[src/mdp_pkg.sv]
package mdp_pkg;
  // channel count and address space
  localparam int unsigned NUM_CH = 8;
  localparam int unsigned PW_WORDS = 2 * NUM_CH;
  localparam logic [15:0] EN_COIL_BASE = 16'd100;
  localparam logic [15:0] ALM_COIL_BASE = 16'd364;
  localparam logic [15:0] PW_HREG_BASE = 16'd100;
  localparam logic [15:0] PW_RESET = 16'h03e8;
  localparam logic [15:0] PW_OFF = 16'h0000;
  // access kinds on the register port
  localparam logic KIND_COIL = 1'b0;
  localparam logic KIND_HREG = 1'b1;
  // millisecond timebase from a 25 ns clock
  localparam int unsigned CLK_PERIOD_PS = 25000;
  localparam int unsigned MS_PERIOD_PS = 1000000000;
  localparam int unsigned MS_CYCLES = MS_PERIOD_PS / CLK_PERIOD_PS;
  // phase of one pulse generator
  typedef enum logic [1:0] {
    MDP_IDLE = 2'b00,
    MDP_HIGH = 2'b01,
    MDP_LOW = 2'b10
  } mdp_phase_t;
endpackage

[src/mdp_chan_if.sv]
`timescale 1ns/1ps
`default_nettype none
interface mdp_chan_if;
  logic tick;
  logic active;
  logic [15:0] hi_w;
  logic [15:0] lo_w;
  logic out;
  modport gen (input tick, input active, input hi_w, input lo_w, output out);
  modport ctl (output tick, output active, output hi_w, output lo_w, input out);
endinterface
`default_nettype wire

[src/mdp_chan_gen.sv]
`timescale 1ns/1ps
`default_nettype none
module mdp_chan_gen (
  // clock and reset
  input wire logic clk,
  input wire logic rstn,
  // channel settings and output
  mdp_chan_if.gen ch
);
  import mdp_pkg::*;

  mdp_phase_t state_ff, nxt_state;
  logic [15:0] ms_cnt_ff, nxt_ms_cnt;
  logic out_ff, nxt_out;

  // phase sequencer: high for hi_w ms, low for lo_w ms, repeat
  always_comb begin
    nxt_state = state_ff;
    nxt_ms_cnt = ms_cnt_ff;
    if (!ch.active) begin
      nxt_state = MDP_IDLE;
      nxt_ms_cnt = '0;
    end else begin
      case (state_ff)
        MDP_IDLE: begin
          nxt_state = MDP_HIGH; // first period may lose up to 1 ms of phase
          nxt_ms_cnt = '0;
        end
        MDP_HIGH: begin
          if (ch.tick) begin
            nxt_ms_cnt = ms_cnt_ff + 16'd1;
            if (nxt_ms_cnt >= ch.hi_w) begin
              nxt_state = MDP_LOW;
              nxt_ms_cnt = '0;
            end
          end
        end
        MDP_LOW: begin
          if (ch.tick) begin
            nxt_ms_cnt = ms_cnt_ff + 16'd1;
            if (nxt_ms_cnt >= ch.lo_w) begin
              nxt_state = MDP_HIGH;
              nxt_ms_cnt = '0;
            end
          end
        end
        default: begin
          nxt_state = MDP_IDLE;
          nxt_ms_cnt = '0;
        end
      endcase
    end
    nxt_out = ch.active && (nxt_state == MDP_HIGH); // low whenever stopped
  end

  // state registers
  always_ff @(posedge clk or negedge rstn) begin
    if (!rstn) begin
      state_ff <= MDP_IDLE;
      ms_cnt_ff <= '0;
      out_ff <= 1'b0;
    end else begin
      state_ff <= nxt_state;
      ms_cnt_ff <= nxt_ms_cnt;
      out_ff <= nxt_out;
    end
  end

  assign ch.out = out_ff;

  property p_stop_low;
    @(posedge clk) disable iff (!rstn) !ch.active |=> !out_ff;
  endproperty
  a_stop_low: assert property (p_stop_low) else $error("output not low after stop");

  property p_high_holds;
    @(posedge clk) disable iff (!rstn)
      (state_ff == MDP_HIGH && ch.active && !ch.tick) |=> out_ff;
  endproperty
  a_high_holds: assert property (p_high_holds) else $error("high phase ended early");
endmodule
`default_nettype wire

[src/mdp_pwm.sv]
`timescale 1ns/1ps
`default_nettype none
// Function
// each channel has a PWM enable coil in one contiguous range that starts its pulse output.
// each channel has an alarm enable coil that starts pulse output once the watchdog expires.
// each channel holds a high width word then a low width word in consecutive registers.
// widths count in 1 ms units, with timing good to about 5 ms.
// the host writes nonzero widths only from 10 to 65535 ms.
// a zero width stops pulse output on that channel whatever its enable says.
// an active channel drives high for the high width, low for the low width, and repeats.
module mdp_pwm #(
  parameter int unsigned MS_CYC = mdp_pkg::MS_CYCLES
) (
  // clock and reset
  input wire logic clk,
  input wire logic rstn,
  // modbus coil and holding register access
  input wire logic reg_wr,
  input wire logic reg_rd,
  input wire logic reg_kind,
  input wire logic [15:0] reg_addr,
  input wire logic [15:0] reg_wdata,
  output logic [15:0] reg_rdata_ff,
  output logic reg_ack_ff,
  output logic reg_err_ff,
  // host watchdog expiry, asynchronous level
  input wire logic wdt_expired,
  // digital outputs
  output logic [mdp_pkg::NUM_CH-1:0] do_out
);
  import mdp_pkg::*;

  // true when addr falls in an n-entry window of the given kind
  function automatic logic in_range(input logic kind, input logic [15:0] addr,
                                    input logic want, input logic [15:0] base,
                                    input int unsigned n);
    in_range = (kind == want) && (addr >= base) && (addr < base + 16'(n));
  endfunction

  logic [NUM_CH-1:0] en_ff, nxt_en;
  logic [NUM_CH-1:0] alm_ff, nxt_alm;
  logic [15:0] pw_ff [PW_WORDS];
  logic [15:0] nxt_pw [PW_WORDS];
  logic [15:0] nxt_rdata;
  logic nxt_ack, nxt_err;
  logic [15:0] off_en, off_alm, off_pw;
  logic hit_en, hit_alm, hit_pw;
  logic wdt_s1_ff, wdt_s2_ff;
  logic [31:0] tick_cnt_ff, nxt_tick_cnt;
  logic tick_ff, nxt_tick;
  logic [NUM_CH-1:0] act;

  // address decode shared by reads and writes
  always_comb begin
    hit_en = in_range(reg_kind, reg_addr, KIND_COIL, EN_COIL_BASE, NUM_CH);
    hit_alm = in_range(reg_kind, reg_addr, KIND_COIL, ALM_COIL_BASE, NUM_CH);
    hit_pw = in_range(reg_kind, reg_addr, KIND_HREG, PW_HREG_BASE, PW_WORDS);
    off_en = reg_addr - EN_COIL_BASE;
    off_alm = reg_addr - ALM_COIL_BASE;
    off_pw = reg_addr - PW_HREG_BASE;
  end

  // register file: writes take effect next edge, reads answer next edge
  always_comb begin
    nxt_en = en_ff;
    nxt_alm = alm_ff;
    nxt_pw = pw_ff;
    nxt_rdata = reg_rdata_ff;
    nxt_ack = 1'b0;
    nxt_err = 1'b0;
    if (reg_wr) begin
      nxt_ack = 1'b1;
      nxt_err = !(hit_en || hit_alm || hit_pw); // unmapped write is dropped
      if (hit_en) begin
        nxt_en[off_en[2:0]] = reg_wdata[0];
      end
      if (hit_alm) begin
        nxt_alm[off_alm[2:0]] = reg_wdata[0];
      end
      if (hit_pw) begin
        nxt_pw[off_pw[3:0]] = reg_wdata;
      end
    end else if (reg_rd) begin
      nxt_ack = 1'b1;
      nxt_err = !(hit_en || hit_alm || hit_pw);
      nxt_rdata = '0; // unmapped reads return zero
      if (hit_en) begin
        nxt_rdata = {15'h0000, en_ff[off_en[2:0]]};
      end
      if (hit_alm) begin
        nxt_rdata = {15'h0000, alm_ff[off_alm[2:0]]};
      end
      if (hit_pw) begin
        nxt_rdata = pw_ff[off_pw[3:0]];
      end
    end
  end

  always_ff @(posedge clk or negedge rstn) begin
    if (!rstn) begin
      en_ff <= '0;
      alm_ff <= '0;
      for (int i = 0; i < PW_WORDS; i++) begin
        pw_ff[i] <= PW_RESET;
      end
      reg_rdata_ff <= '0;
      reg_ack_ff <= 1'b0;
      reg_err_ff <= 1'b0;
    end else begin
      en_ff <= nxt_en;
      alm_ff <= nxt_alm;
      pw_ff <= nxt_pw;
      reg_rdata_ff <= nxt_rdata;
      reg_ack_ff <= nxt_ack;
      reg_err_ff <= nxt_err;
    end
  end

  // every request gets its answer on the very next edge, never later
  property p_ack_next;
    @(posedge clk) disable iff (!rstn) (reg_wr || reg_rd) |=> reg_ack_ff;
  endproperty
  a_ack_next: assert property (p_ack_next) else $error("request not answered");

  // a read outside every window flags an error and hands back zero
  property p_rd_unmapped;
    @(posedge clk) disable iff (!rstn)
      (reg_rd && !reg_wr && !(hit_en || hit_alm || hit_pw))
      |=> (reg_err_ff && reg_rdata_ff == 16'h0000);
  endproperty
  a_rd_unmapped: assert property (p_rd_unmapped) else $error("unmapped read not refused");

  // watchdog level comes from another domain, two flops before use
  always_ff @(posedge clk or negedge rstn) begin
    if (!rstn) begin
      wdt_s1_ff <= 1'b0;
      wdt_s2_ff <= 1'b0;
    end else begin
      wdt_s1_ff <= wdt_expired;
      wdt_s2_ff <= wdt_s1_ff;
    end
  end

  // millisecond tick; exact 1 ms beats the 5 ms resolution needed
  always_comb begin
    nxt_tick = 1'b0;
    nxt_tick_cnt = tick_cnt_ff + 32'd1;
    if (tick_cnt_ff == 32'(MS_CYC - 1)) begin
      nxt_tick_cnt = '0;
      nxt_tick = 1'b1;
    end
  end

  always_ff @(posedge clk or negedge rstn) begin
    if (!rstn) begin
      tick_cnt_ff <= '0;
      tick_ff <= 1'b0;
    end else begin
      tick_cnt_ff <= nxt_tick_cnt;
      tick_ff <= nxt_tick;
    end
  end

  property p_tick_period;
    @(posedge clk) disable iff (!rstn) tick_ff |-> $past(tick_cnt_ff) == 32'(MS_CYC - 1);
  endproperty
  a_tick_period: assert property (p_tick_period) else $error("ms tick off period");

  // per-channel activation and generators
  genvar g;
  generate
    for (g = 0; g < NUM_CH; g++) begin : g_ch
      mdp_chan_if chif ();
      // zero in either width vetoes the channel; host keeps nonzero in 10..65535
      assign act[g] = (en_ff[g] || (alm_ff[g] && wdt_s2_ff)) // see R1
                      && (pw_ff[2*g] != PW_OFF) && (pw_ff[2*g+1] != PW_OFF); // see R6
      assign chif.tick = tick_ff;
      assign chif.active = act[g];
      assign chif.hi_w = pw_ff[2*g];
      assign chif.lo_w = pw_ff[2*g+1];
      assign do_out[g] = chif.out;

      mdp_chan_gen u_gen (
        .clk(clk),
        .rstn(rstn),
        .ch(chif.gen)
      );

      property p_zero_off;
        @(posedge clk) disable iff (!rstn)
          (pw_ff[2*g] == PW_OFF || pw_ff[2*g+1] == PW_OFF) |=> !do_out[g];
      endproperty
      a_zero_off: assert property (p_zero_off) else $error("zero width did not stop output");

      property p_en_write;
        @(posedge clk) disable iff (!rstn)
          (reg_wr && reg_kind == KIND_COIL && reg_addr == EN_COIL_BASE + 16'(g))
          |=> en_ff[g] == $past(reg_wdata[0]);
      endproperty
      a_en_write: assert property (p_en_write) else $error("enable coil not stored");

      property p_alm_write;
        @(posedge clk) disable iff (!rstn)
          (reg_wr && reg_kind == KIND_COIL && reg_addr == ALM_COIL_BASE + 16'(g))
          |=> alm_ff[g] == $past(reg_wdata[0]);
      endproperty
      a_alm_write: assert property (p_alm_write) else $error("alarm coil not stored");

      property p_hi_write;
        @(posedge clk) disable iff (!rstn)
          (reg_wr && reg_kind == KIND_HREG && reg_addr == PW_HREG_BASE + 16'(2*g))
          |=> pw_ff[2*g] == $past(reg_wdata);
      endproperty
      a_hi_write: assert property (p_hi_write) else $error("high width not stored");

      // only the start is checked: once running, the low phase legally drops the pin
      property p_alarm_start;
        @(posedge clk) disable iff (!rstn)
          !act[g] ##1
          (alm_ff[g] && wdt_s2_ff && pw_ff[2*g] != PW_OFF && pw_ff[2*g+1] != PW_OFF)
          |=> do_out[g];
      endproperty
      a_alarm_start: assert property (p_alarm_start) else $error("alarm did not start pulses");

      property p_pw_write;
        @(posedge clk) disable iff (!rstn)
          (reg_wr && reg_kind == KIND_HREG && reg_addr == PW_HREG_BASE + 16'(2*g + 1))
          |=> pw_ff[2*g+1] == $past(reg_wdata);
      endproperty
      a_pw_write: assert property (p_pw_write) else $error("low width not stored");
    end
  endgenerate
endmodule
`default_nettype wire

[config.mk]
export PLATFORM = sky130hd
export DESIGN_NAME = mdp_pwm
export DESIGN_NICKNAME = d
export VERILOG_FILES = /design/src/mdp_pkg.sv /design/src/mdp_chan_if.sv /design/src/mdp_chan_gen.sv /design/src/mdp_pwm.sv
export SDC_FILE = /design/constraint.sdc
export NUM_CORES = 1
export LEC_CHECK = 0
export ABC_CLOCK_PERIOD_IN_PS = 7500
export BUFFER_PORTS_ARGS = -buffer_cell sky130_fd_sc_hd__buf_4
export CAP_MARGIN = 20
export CORE_MARGIN = 1
export CORE_UTILIZATION = 40
export DETAILED_ROUTE_END_ITERATION = 8
export GPL_ROUTABILITY_DRIVEN = 0
export GPL_TIMING_DRIVEN = 0
export SLEW_MARGIN = 25
export SYNTH_ARGS = -nofsm -noshare
export SYNTH_HDL_FRONTEND = slang
export SYNTH_HIERARCHICAL = 1
export SYNTH_SLANG_ARGS = --single-unit
[constraint.sdc]
create_clock -name clk -period 7.5 [get_ports clk]
set_clock_uncertainty 0.15 [all_clocks]
set_input_delay 0 -clock clk [delete_from_list [all_inputs] [get_ports clk]]
set_output_delay 0 -clock clk [all_outputs]
set_load 0.005 [all_outputs]
# After elaboration in Yosys (flattened, before gate mapping)

Cells that the tools add are included.

Order comparisons: 27
Reductions and logical operators: 88
Bitwise operators: 3
Add/sub/neg operators: 11
Equal/unequal tests: 41
Multiplexer cells: 121

Operators with widths:

| cell                    | number |
|---|---|
| $mux W16                | 45 |
| $bwmux W256             | 1 |
| $ge A16 B16 Y1          | 16 |
| $pmux W16 S2            | 8 |
| $reduce_bool A16 Y1     | 16 |
| $add A16 B1 Y16 const B | 8 |
| $mux W2                 | 40 |
| $bmux W16 S4            | 1 |
| $demux W16 S4           | 1 |
| $ne A3 B3 Y1 const B    | 16 |
| $pmux W2 S3             | 8 |
| $logic_and A1 B1 Y1     | 41 |
| $add A32 B1 Y32 const B | 1 |
| $eq A2 B1 Y1 const B    | 16 |
| $eq A32 B16 Y1 const B  | 1 |
| $lt A16 B7 Y1 const B   | 2 |
| $mux W32                | 1 |
| $reduce_and A2 Y1       | 12 |
| $bwmux W8               | 2 |
| $eq A2 B2 Y1 const B    | 8 |
| $ge A16 B7 Y1 const B   | 1 |
| $ge A16 B9 Y1 const B   | 1 |
| $logic_not A2 Y1        | 8 |
| $lt A16 B9 Y1 const B   | 1 |
| other kinds (13)        | 36 |

Word-level logic and storage cells: 340
Register bits: 477
Input port bits: 38

# Logic depth before layout (Yosys ltp)

Gate-level depths: netlist of the first run.

Depth after elaboration: 8
Mapped depth: 17
Mapped depth without buffers: 16

# Modules after synthesis

Netlist of the first run, hierarchy kept.

By module, submodules not included:

| module       | cells an instance | sequential area each (sq um) | area an instance (sq um) | times used |
|---|---|---|---|---|
| mdp_chan_gen | 251               | 475.5                        | 2,013.2                  | 8 |
| mdp_pwm      | 1,073             | 8,252.9                      | 15,803.9                 | 1 |

# Worst setup path before layout of the first run

Ideal clock, no wire load.

Kind: register to register
Start point: reg g_ch[0].u_gen.ms_cnt_ff[0]
End point: reg g_ch[0].u_gen.ms_cnt_ff[11]
Data required time: 7.232 ns
Stages on the path, launching flop included: 17
Arrival time: 3.084 ns
Setup slack: 4.148 ns
Buffers on the path: 1
Cells stage by stage: dfrtp_1 -> ha_1 -> and3_2 -> and3_1 -> and3_4 -> nand2_2 -> nor2_2 -> xnor2_1 -> inv_1 -> ha_1 -> nand4_1 -> or3_1 -> o21ai_0 -> a21o_1 -> buf_6 -> a21oi_1 -> a21o_1

Word-level cells in the longest chain between the ends: 6

Ends and longest elaborated chain:

| element                                  | line                                   | text |
|---|---|---|
| start: declaration                       | mdp_chan_gen.sv:13                     | `logic [15:0] ms_cnt_ff, nxt_ms_cnt;` |
| start signal: assignment                 | mdp_chan_gen.sv:64                     | `ms_cnt_ff <= nxt_ms_cnt;` |
| $add A16 B1 Y16 (*)                      | mdp_chan_gen.sv:31, mdp_chan_gen.sv:40 |  |
| $ge A16 B16 Y1, on equally long branches | mdp_chan_gen.sv:41, mdp_chan_gen.sv:32 |  |
| $mux W16, on equally long branches       | mdp_chan_gen.sv:41, mdp_chan_gen.sv:32 |  |
| $mux W16, on equally long branches       | mdp_chan_gen.sv:39, mdp_chan_gen.sv:30 |  |
| $pmux W16 S2 (*)                         | mdp_chan_gen.sv:24                     | `case (state_ff)` |
| $mux W16 (*)                             | mdp_chan_gen.sv:20                     | `if (!ch.active) begin` |

Mark *: on every way between the ends. The rest lies on a longest branch, timed or not. The select of a mux whose other input is x is not followed.
A chain may end at the register's enable or synchronous reset.

# Final worst setup path of the first run

Start point: reg g_ch[4].u_gen.ms_cnt_ff[0]
End point: reg g_ch[4].u_gen.ms_cnt_ff[7]

Word-level cells in the longest chain between the ends: 6

Ends and longest elaborated chain:

| element                                  | line |
|---|---|
| start: declaration                       | mdp_chan_gen.sv:13 |
| start signal: assignment                 | mdp_chan_gen.sv:64 |
| $add A16 B1 Y16 (*)                      | mdp_chan_gen.sv:31, mdp_chan_gen.sv:40 |
| $ge A16 B16 Y1, on equally long branches | mdp_chan_gen.sv:41, mdp_chan_gen.sv:32 |
| $mux W16, on equally long branches       | mdp_chan_gen.sv:41, mdp_chan_gen.sv:32 |
| $mux W16, on equally long branches       | mdp_chan_gen.sv:39, mdp_chan_gen.sv:30 |
| $pmux W16 S2 (*)                         | mdp_chan_gen.sv:24 |
| $mux W16 (*)                             | mdp_chan_gen.sv:20 |

Marks and branches as above.

==> results.env, run 1 <==
PLACED_CELL_AREA_MM2=0.03387
POSTLAYOUTCELLAREA_MM2=0.03639
SYNTH.CELL_AREA_MM2=0.03191
HOLDCRITPATHCLASS='input port to register'
DETAIL_ROUTE.WL_PER_CELL_UM=20.91
NUMBER_OF_FLOPS_MAPPED_TO_ENABLE_CELLS_BY_YOSYS=0
CRITICAL_PATH_REQUIRED_NS=7.86
LAYOUT-DRIVE-GT1-SHARE_PCT=23.64
TIMING.HOLD.WS_NS=0.06279
PATH_CELLS='ha_1, and3_2, and3_1, and3_4, nand2_2, nor2_2, xnor2_1, inv_1, ha_1, nand4_1, nor3_1, o311ai_2, nand4_1, a21o_1, buf_6, a21oi_1, a21o_1'
REG2REG_DEPTH=17
MAX_FREQ_MHz=233.5
CLOCK_INSERTION_DELAY_WORST_SKEW_NS=0.64
WORSTREG2REGSTART='g_ch[4].u_gen/ms_cnt_ff[0]'
FINAL.PERIOD_UTILIZATION_PCT=57.11
GRT_FIRST_PASS_WIRELENGTH_UM=142100
TIMING.HOLD.WORST.START='reg_addr[2]'
GRT_REMAINING_OVERFLOW=0
WORSTSETUPPATHTYPE='register to register'
POST-ROUTE-MIN-PERIOD_NS=4.283
DESIGN.DIE.AREA_MM2=0.08091
SYNTH_SEQUENTIAL_AREA_RATIO_PCT=37.78
HOLD_VIOLATIONS=0
CLOCK_SINK_COUNT=477
AREAGROWTHSYNTHTOFINISH_PCT=14.06
WORST_PATH_LARGEST_CELL_DELAY_NS=0.53
GRT_PASS1_VIAS=23764
LARGEST_CELLS_BY_AREA_AFTER_SYNTHESIS='dfrtp_1, ha_1, mux2_2'
PORTBUFFERS=62
VIAS_PER_CELL=5.518
START_KIND='register'
GRT_SETUP_UNREPAIRED='false'
MAX_SLEW.WORST_PIN.SLEW_NS=1.054
INITIAL_ANTENNA_VIOLATION_COUNT=10
GRT.TOTAL_USAGE_PCT=22.58
STD_CELL_ROWS=103
STATUS='finished, final reports clean'
CRITPATHARRIVALTIME_NS=4.64
CTS_BUFFERS=58
DRV_CAP=0
SLEW_HEADROOM_PCT=29.72
CTS_SETUP_BUFFERS=0
FINALMAXSLEWVIOLATIONS=0
SYNTH_LARGEST_TYPE_AREA_FRACTION_PCT=29.88
CTS.HTREE.LEVELS=2
DETAILEDROUTE.FIRSTPASSITERATIONCOUNT=5
SYNTHESIS.AREA_PER_INSTANCE_UM2=10.36
FLOORPLAN.DIE.HEIGHT_UM=284.4
LAYOUTNONFILLERINSTCOUNT=4354
FINALWORSTSETUPSLACK_NS=3.217
WORST_R2R_ENDPOINT='g_ch[4].u_gen/ms_cnt_ff[7]'
CRITICAL_PATH.MAX_FANOUT=10
CLOCK_SLEW_AT_THE_REGISTER_CLOCK_PINS_OF_THE_WORST_SETUP_AND_HOLD_PATHS_NS=0.06
CELLPOWERDENSITY_mW_PER_MM2=161.3
MIN_TO='g_ch[4].chif.lo_w[2]'
IOPINCOUNT=64
ASYNCSETRESETFLOPFRACSYNTH_PCT=100.0
DESIGN_POWER_TOTAL_mW=5.871
DRT_DRC_VIOLATIONS_LEFT=0
IRDROPWORSTVDD_uV=199.8
CTS_REPAIR_RESIZE_COUNT=0
MULTI_INPUT_AREA_MM2=0.01793
SETUP_VIOLATIONS=0
DP_SLACK_NS=3.358
P_LEAK_nW=16.73
MOSTFREQUENTLAYOUTCELLS='dfrtp_1, inv_1, ha_1'
SYNTH_TOP_AREA_CELL='dfrtp_1'
DRTANTENNAVIOLNETS=0
WORSTSETUPENDPOINTTYPE='register'
CTS.PATH.MAX_BUFFERS=3
DRT-TOTAL-WL_UM=91020
GRT_START_MAX_NET_PINS=90
SYNTH_WARNINGS=6
FINAL_CORE_UTILIZATION_PCT=46.07
DRT_ITER0_DRC=1680
SYNTH_FLOP_CELL='dfrtp_1'
INITIAL_CORE_UTIL_PCT=40.39
YS_SEQ_ELEMENTS=477
CLOCK_TREE.ROOT_CELL='clkbuf_16'
TIMING.HOLD.WORST_PATH_DEPTH=5
SEQUENTIAL_CELL_AREA_MM2=0.01206
FIN_TNS_SETUP_NS=0
PLACED_CELLS_INCL_TAPS=4199
POST_SYNTH_NUM_CELL_TYPES=65
VIAS=24025
DESIGN.CORE.AREA_MM2=0.07900
TRITONCTS='done'
REG2REG_SLACK_NS=3.22
PLACE.DETAILED.HPWL_UM=68540
FILLCELLCOUNT=7380
FINISH.NET_COUNT=3591
LAYOUT.CELLS.MOST_COMMON='dfrtp_1'
SYN-NUM-NETS=3421
SYNTHCELLS=3081
DIE_W_UM=284.4
CRIT_PATH_TOP_DELAY_CELL='nor3_1'
==> critical path, delay by kind of cell, from the launching register on <==
kind	cells	cell delay, ns
AO/OA/AOI/OAI	4	0.77
XOR/XNOR	1	0.17
adder cells (fa/ha/maj)	2	0.61
buffers and inverters	2	0.35
flip-flops	1	0.50
AND/OR/NAND/NOR	8	1.63
==> power breakdown <==
group	switching, mW	internal (mW)
Combinational	0.168	0.0715
Clock	1.19	1.86
Sequential	0.00268	2.58
Total	1.36	4.51
==> registers in the layout, indices dropped and copies added (netlist names) <==
register / flops
reg_err_ff: 1
wdt_s1_ff: 1
g_ch.u_gen/ms_cnt_ff: 128
g_ch.chif.hi_w: 128
g_ch.chif.tick: 1
g_ch.u_gen/state_ff: 16
reg_ack_ff: 1
g_ch.u_gen/ch.out: 8
g_ch.chif.lo_w: 128
reg_rdata_ff: 16
en_ff: 8
tick_cnt_ff: 32
wdt_s2_ff: 1
alm_ff: 8
==> cells in the mapped netlist (9+ instances only) <==
master	count
nand3_2	16
or3_1	41
clkbuf_1	47
a22oi_1	10
xor2_1	44
inv_1	346
and3b_1	9
xnor2_1	96
nor3_1	16
nand4_4	9
o31ai_1	16
a21oi_1	139
buf_6	21
o21ai_1	9
a31oi_1	17
buf_2	15
nor2_2	16
nor4_1	80
o21ai_0	153
mux4_2	82
nand4_1	59
a21o_1	41
a22o_1	15
and2_1	13
o211a_1	16
nand2b_1	36
and3_1	36
nor2_1	76
o2bb2ai_1	16
a211oi_1	32
dfrtp_1	381
buf_1	16
mux2_2	272
nand3_1	48
ha_1	302
nand2_1	290
dfstp_2	96
nor2b_1	35
==> kinds of logic after synthesis <==
family / share of synthesized area, %
AO/OA/AOI/OAI: 10.01
XOR/XNOR: 3.843
adder cells (fa/ha/maj): 11.84
buffers and inverters: 6.062
flip-flops: 37.78
multiplexers: 15.57
AND/OR/NAND/NOR: 14.88
==> cell type report <==
class | instances | share of cell area (%)
inverters | 346 | 3.568
flip-flops and latches | 477 | 33.13
plain buffers | 109 | 1.746
diodes | 4 | 0.02750
multi-input cells | 2149 | 49.26
clock buffers | 80 | 4.655
well taps | 1050 | 3.610
repair buffers | 110 | 2.908
clock inverters | 29 | 1.090
==> timing repair <==
action,in CTS,in global routing
hold buffers,42,0
endpoints found under the hold margin,463,0
setup endpoints to repair,0,0
==> layer usage <==
metal	GRT usage, %	vias to the layer above	part of all wire, %	routed length (um)
li1	-	11353	-	-
met1	31.32	11877	45	41330
met2	34.75	618	45	40640
met3	3.900	173	5.7	5203
met4	9.301	4	4.2	3834
met5	0	-	0.025	23
==> how the worst max path moves through the flow <==
stage	from	endpoint	slack (ns)	cells after the start
finish	g_ch[4].u_gen/ms_cnt_ff[0]	g_ch[4].u_gen/ms_cnt_ff[7]	3.22	17
CTS	g_ch[4].u_gen/ms_cnt_ff[0]	g_ch[4].u_gen/ms_cnt_ff[7]	3.29	17
detailed placement	g_ch[4].u_gen/ms_cnt_ff[0]	g_ch[4].u_gen/ms_cnt_ff[7]	3.36	17
floorplan	g_ch[0].u_gen/ms_cnt_ff[0]	g_ch[0].u_gen/ms_cnt_ff[11]	4.15	16
global placement	rstn	tick_cnt_ff[11]	0.86	1
global route	g_ch[4].u_gen/ms_cnt_ff[0]	g_ch[4].u_gen/ms_cnt_ff[7]	3.05	17
No activity file was read; power rests on OpenSTA's default activity.
==> run 2, diff against run 1 <==
--- a/config.mk
+++ b/config.mk
@@ -5,7 +5,8 @@
 export SDC_FILE = /design/constraint.sdc
 export NUM_CORES = 1
 export LEC_CHECK = 0
-export ABC_CLOCK_PERIOD_IN_PS = 7500
+export ABC_AREA = 1
+export ABC_CLOCK_PERIOD_IN_PS = 4200
 export BUFFER_PORTS_ARGS = -buffer_cell sky130_fd_sc_hd__buf_4
 export CAP_MARGIN = 20
 export CORE_MARGIN = 1
==> constraint.sdc (replaced) <==
create_clock -name clk -period 4.2 [get_ports clk]
set_clock_uncertainty 0.15 [all_clocks]
set_input_delay 0 -clock clk [delete_from_list [all_inputs] [get_ports clk]]
set_output_delay 0 -clock clk [all_outputs]
set_load 0.005 [all_outputs]
==> results.env, run 2 <==
INTERNAL-POWER_mW=7.761  # +72%
DIE_W_UM=286.2  # +0.63%
LAYOUT-DRIVE-GT1-SHARE_PCT=12.02  # -12 points
MAX_FREQ_MHz=252.7
SHARE_COMB_OF_TOTAL_POWER_PCT=6.6  # +2.5 points
FINALMAXSLEWVIOLATIONS=0  # unchanged
MAX_SLEW.WORST_PIN.SLEW_NS=1.164  # +0.1096 ns
LARGEST_CELLS_BY_AREA_AFTER_SYNTHESIS='dfrtp_1, nand2_1, ha_1'
IRDROPWORSTVDD_uV=325.5  # +63%
SEQUENTIAL_CELL_AREA_MM2=0.01206  # unchanged
P_LEAK_nW=17.95  # +7.3%
IOPINCOUNT=64  # unchanged
CLOCK_TREE.ROOT_CELL='clkbuf_16'
FINAL_CORE_UTILIZATION_PCT=46.17  # +0.096 points
VIAS_PER_CELL=5.242  # -5.0%
SWITCHINGPOWER_mW=2.626  # +92%
NUMBER_OF_FLOPS_MAPPED_TO_ENABLE_CELLS_BY_YOSYS=0  # unchanged
SYNTH_WARNINGS=6  # unchanged
CLOCK_SLEW_AT_THE_REGISTER_CLOCK_PINS_OF_THE_WORST_SETUP_AND_HOLD_PATHS_NS=0.06  # about the same
DESIGN_POWER_TOTAL_mW=10.39  # +77%
DETAILEDROUTE.FIRSTPASSITERATIONCOUNT=6  # +1
MOSTFREQUENTLAYOUTCELLS='nand2_1, inv_1, dfrtp_1'
POST_SYNTH_NUM_CELL_TYPES=50  # -23%
SYNTH_LARGEST_TYPE_AREA_FRACTION_PCT=29.50  # -0.38 points
INITIAL_CORE_UTIL_PCT=40.64  # +0.25 points
CTS.HTREE.LEVELS=2  # unchanged
DRT_DRC_VIOLATIONS_LEFT=0  # unchanged
GRT_REMAINING_OVERFLOW=0  # unchanged
WORSTSETUPPATHTYPE='input port to register'
ASYNCSETRESETFLOPFRACSYNTH_PCT=100.0  # unchanged
DRT_ITER0_DRC=2691  # +60%
GRT_SETUP_UNREPAIRED='false'
FINAL.PERIOD_UTILIZATION_PCT=94.23
WORSTSETUPENDPOINTTYPE='register'
YS_SEQ_ELEMENTS=477  # unchanged
HOLDCRITPATHCLASS='input port to register'
SYNTH_FLOP_CELL='dfrtp_1'
CRITICAL_PATH_REQUIRED_NS=4.55  # -3.31 ns
CELLPOWERDENSITY_mW_PER_MM2=282.9  # +75%
FLOORPLAN.DIE.HEIGHT_UM=286.2  # +0.63%
MULTI_INPUT_AREA_MM2=0.01686  # -6.0%
STATUS='finished, final reports clean'
SETUP_VIOLATIONS=0  # unchanged
LAYOUT.CELLS.MOST_COMMON='nand2_1'
DESIGN.DIE.AREA_MM2=0.08194  # +1.3%
GRT_PASS1_VIAS=27583  # +16%
START_KIND='input port'
DRV_CAP=0  # unchanged
GRT_FIRST_PASS_WIRELENGTH_UM=160300  # +13%
POWER.SHARE.SEQUENTIAL_PCT=44.4  # +0.4 points
CTS_SETUP_BUFFERS=0  # unchanged
INITIAL_ANTENNA_VIOLATION_COUNT=2  # -8
SYNTH.CELL_AREA_MM2=0.03232  # +1.3%
SYNTHCELLS=4210  # +37%
SYNTH_MOST_COMMON_CELL='nand2_1'
DESIGN.CORE.AREA_MM2=0.07952  # +0.65%
FIN_TNS_SETUP_NS=0  # unchanged
HOLD_VIOLATIONS=0  # unchanged
SYNTH_SEQUENTIAL_AREA_RATIO_PCT=37.31  # -0.48 points
DRT-TOTAL-WL_UM=103000  # +13%
POSTLAYOUTCELLAREA_MM2=0.03671  # +0.86%
CLOCK_POWER_SHARE_PCT=48.9  # -3.0 points
SLEW_HEADROOM_PCT=22.41  # -7.3 points
CTS.PATH.MAX_BUFFERS=3  # unchanged
VIAS=28749  # +20%
TIMING.HOLD.WS_NS=0.05115  # -0.01163 ns
FINISH.NET_COUNT=4727  # +32%
GRT_START_MAX_NET_PINS=90  # unchanged
GRT.TOTAL_USAGE_PCT=25.19  # +2.6 points
DRTANTENNAVIOLNETS=0  # unchanged
PORTBUFFERS=61  # -1.6%
AREAGROWTHSYNTHTOFINISH_PCT=13.59
PLACED_CELL_AREA_MM2=0.03429  # +1.2%
CRITPATHARRIVALTIME_NS=4.31  # -0.33 ns
PLACE.DETAILED.HPWL_UM=78070  # +14%
CRITICAL_PATH.MAX_FANOUT=6  # -4
CTS_BUFFERS=56  # -3.4%
SYNTH_TOP_CELLS_BY_COUNT='nand2_1, inv_1, dfrtp_1'
SYNTH_TOP_AREA_CELL='dfrtp_1'
TRITONCTS='done'
CLOCK_SINK_COUNT=477  # unchanged
SYN-NUM-NETS=4550  # +33%
DETAIL_ROUTE.WL_PER_CELL_UM=18.78  # -10%
CLOCK_INSERTION_DELAY_WORST_SKEW_NS=0.64  # about the same
STD_CELL_ROWS=103  # unchanged
SW_FRAC_OF_TOTAL_PCT=25.28  # +2.0 points
POST-ROUTE-MIN-PERIOD_NS=3.958
SYNTHESIS.AREA_PER_INSTANCE_UM2=7.677  # -26%
FILLCELLCOUNT=7997  # +8.4%
[run 2: changes by cell type after synthesis, moves of 39 or more]
cell,before,now
mux4_2,82,0
nand3_1,48,168
o21ai_0,153,196
o21ai_1,9,186
nor2_1,76,279
inv_1,346,688
or3_1,41,0
nand2_1,290,1047
o22ai_1,0,59
mux2_2,272,0
xnor2_1,96,18
a21o_1,41,2
[run 2: metrics by stage]
step | setup WS [ns] | cells
6_report | 0.2423 | 5484
5_1_grt | 0.01878 | 5483
4_1_cts | 0.1074 | 5483
3_5_place_dp | 0.6779 | 5328
3_3_place_gp | -2.411 | 5321
2_1_floorplan | 1.397 | 4210
[run 2: cell families after synthesis]
kind of cell             after synthesis  share of synthesized area [%]
XOR/XNOR                             107                          3.086
flip-flops                           477                          37.31
AND/OR/NAND/NOR                     1789                          24.87
AO/OA/AOI/OAI                        718                          12.52
adder cells (fa/ha/maj)              302                          11.69
buffers and inverters                817                          10.53
[run 2: critical path, stage by stage]
cell and delay [ns]:
dlygate4sd3_1 0.54, buf_4 0.14, nor2_2 0.06, dlygate4sd3_1 0.59
nand3_1 0.07, dlygate4sd3_1 0.56, nor2_1 0.09, dlygate4sd3_1 0.58
nand3_1 0.13, nor2_2 0.36, dlygate4sd3_1 0.84, nand2_1 0.11
o21ai_0 0.18, inv_1 0.06
[run 2: area by class of cell]
type,instances,area share (%)
clock inverters,27,0.8691
clock buffers,77,4.278
inverters,700,7.158
flip-flops and latches,477,32.85
well taps,1050,3.579
multi-input cells,2916,45.92
repair buffers,119,3.211
diodes,1,0.006817
plain buffers,117,2.130
[run 2: routing by layer]
layer  track usage [%]  wire, um
met1             34.21     45120
met2             38.98     44700
met3             5.254      8464
met4             10.16      4706
met5                 0         0
[run 2: timing repair]
item | CTS | global route
gates resized for setup | 0 | 3
endpoints found under the hold margin | 544 | 0
hold buffers | 51 | 0
setup endpoints to repair | 0 | 10
[run 2: path summary, 6_finish.rpt]
kind / start / endpoint / slack [ns] / cells after the start
min reg2reg: wdt_s1_ff / wdt_s2_ff / 0.20 / 0
min in group asynchronous: rstn / g_ch[2].chif.lo_w[5] / 0.40 / 3
max in group asynchronous: rstn / g_ch[6].chif.hi_w[7] / 2.57 / 5
max: reg_addr[11] / alm_ff[0] / 0.24 / 14
max reg2reg: g_ch[5].u_gen/ms_cnt_ff[0] / g_ch[5].u_gen/ms_cnt_ff[13] / 0.61 / 18
min: reg_addr[9] / g_ch[2].chif.lo_w[15] / 0.05 / 11
[run 2: power groups by stage]
stage	combinational (mW)	clock [mW]	sequential (mW)
2_1_floorplan	0.250	0	4.69
3_3_place_gp	0.610	0	4.69
3_5_place_dp	0.632	0	4.69
4_1_cts	0.667	5.18	4.61
5_1_grt	0.718	5.36	4.61
6_report	0.690	5.08	4.61
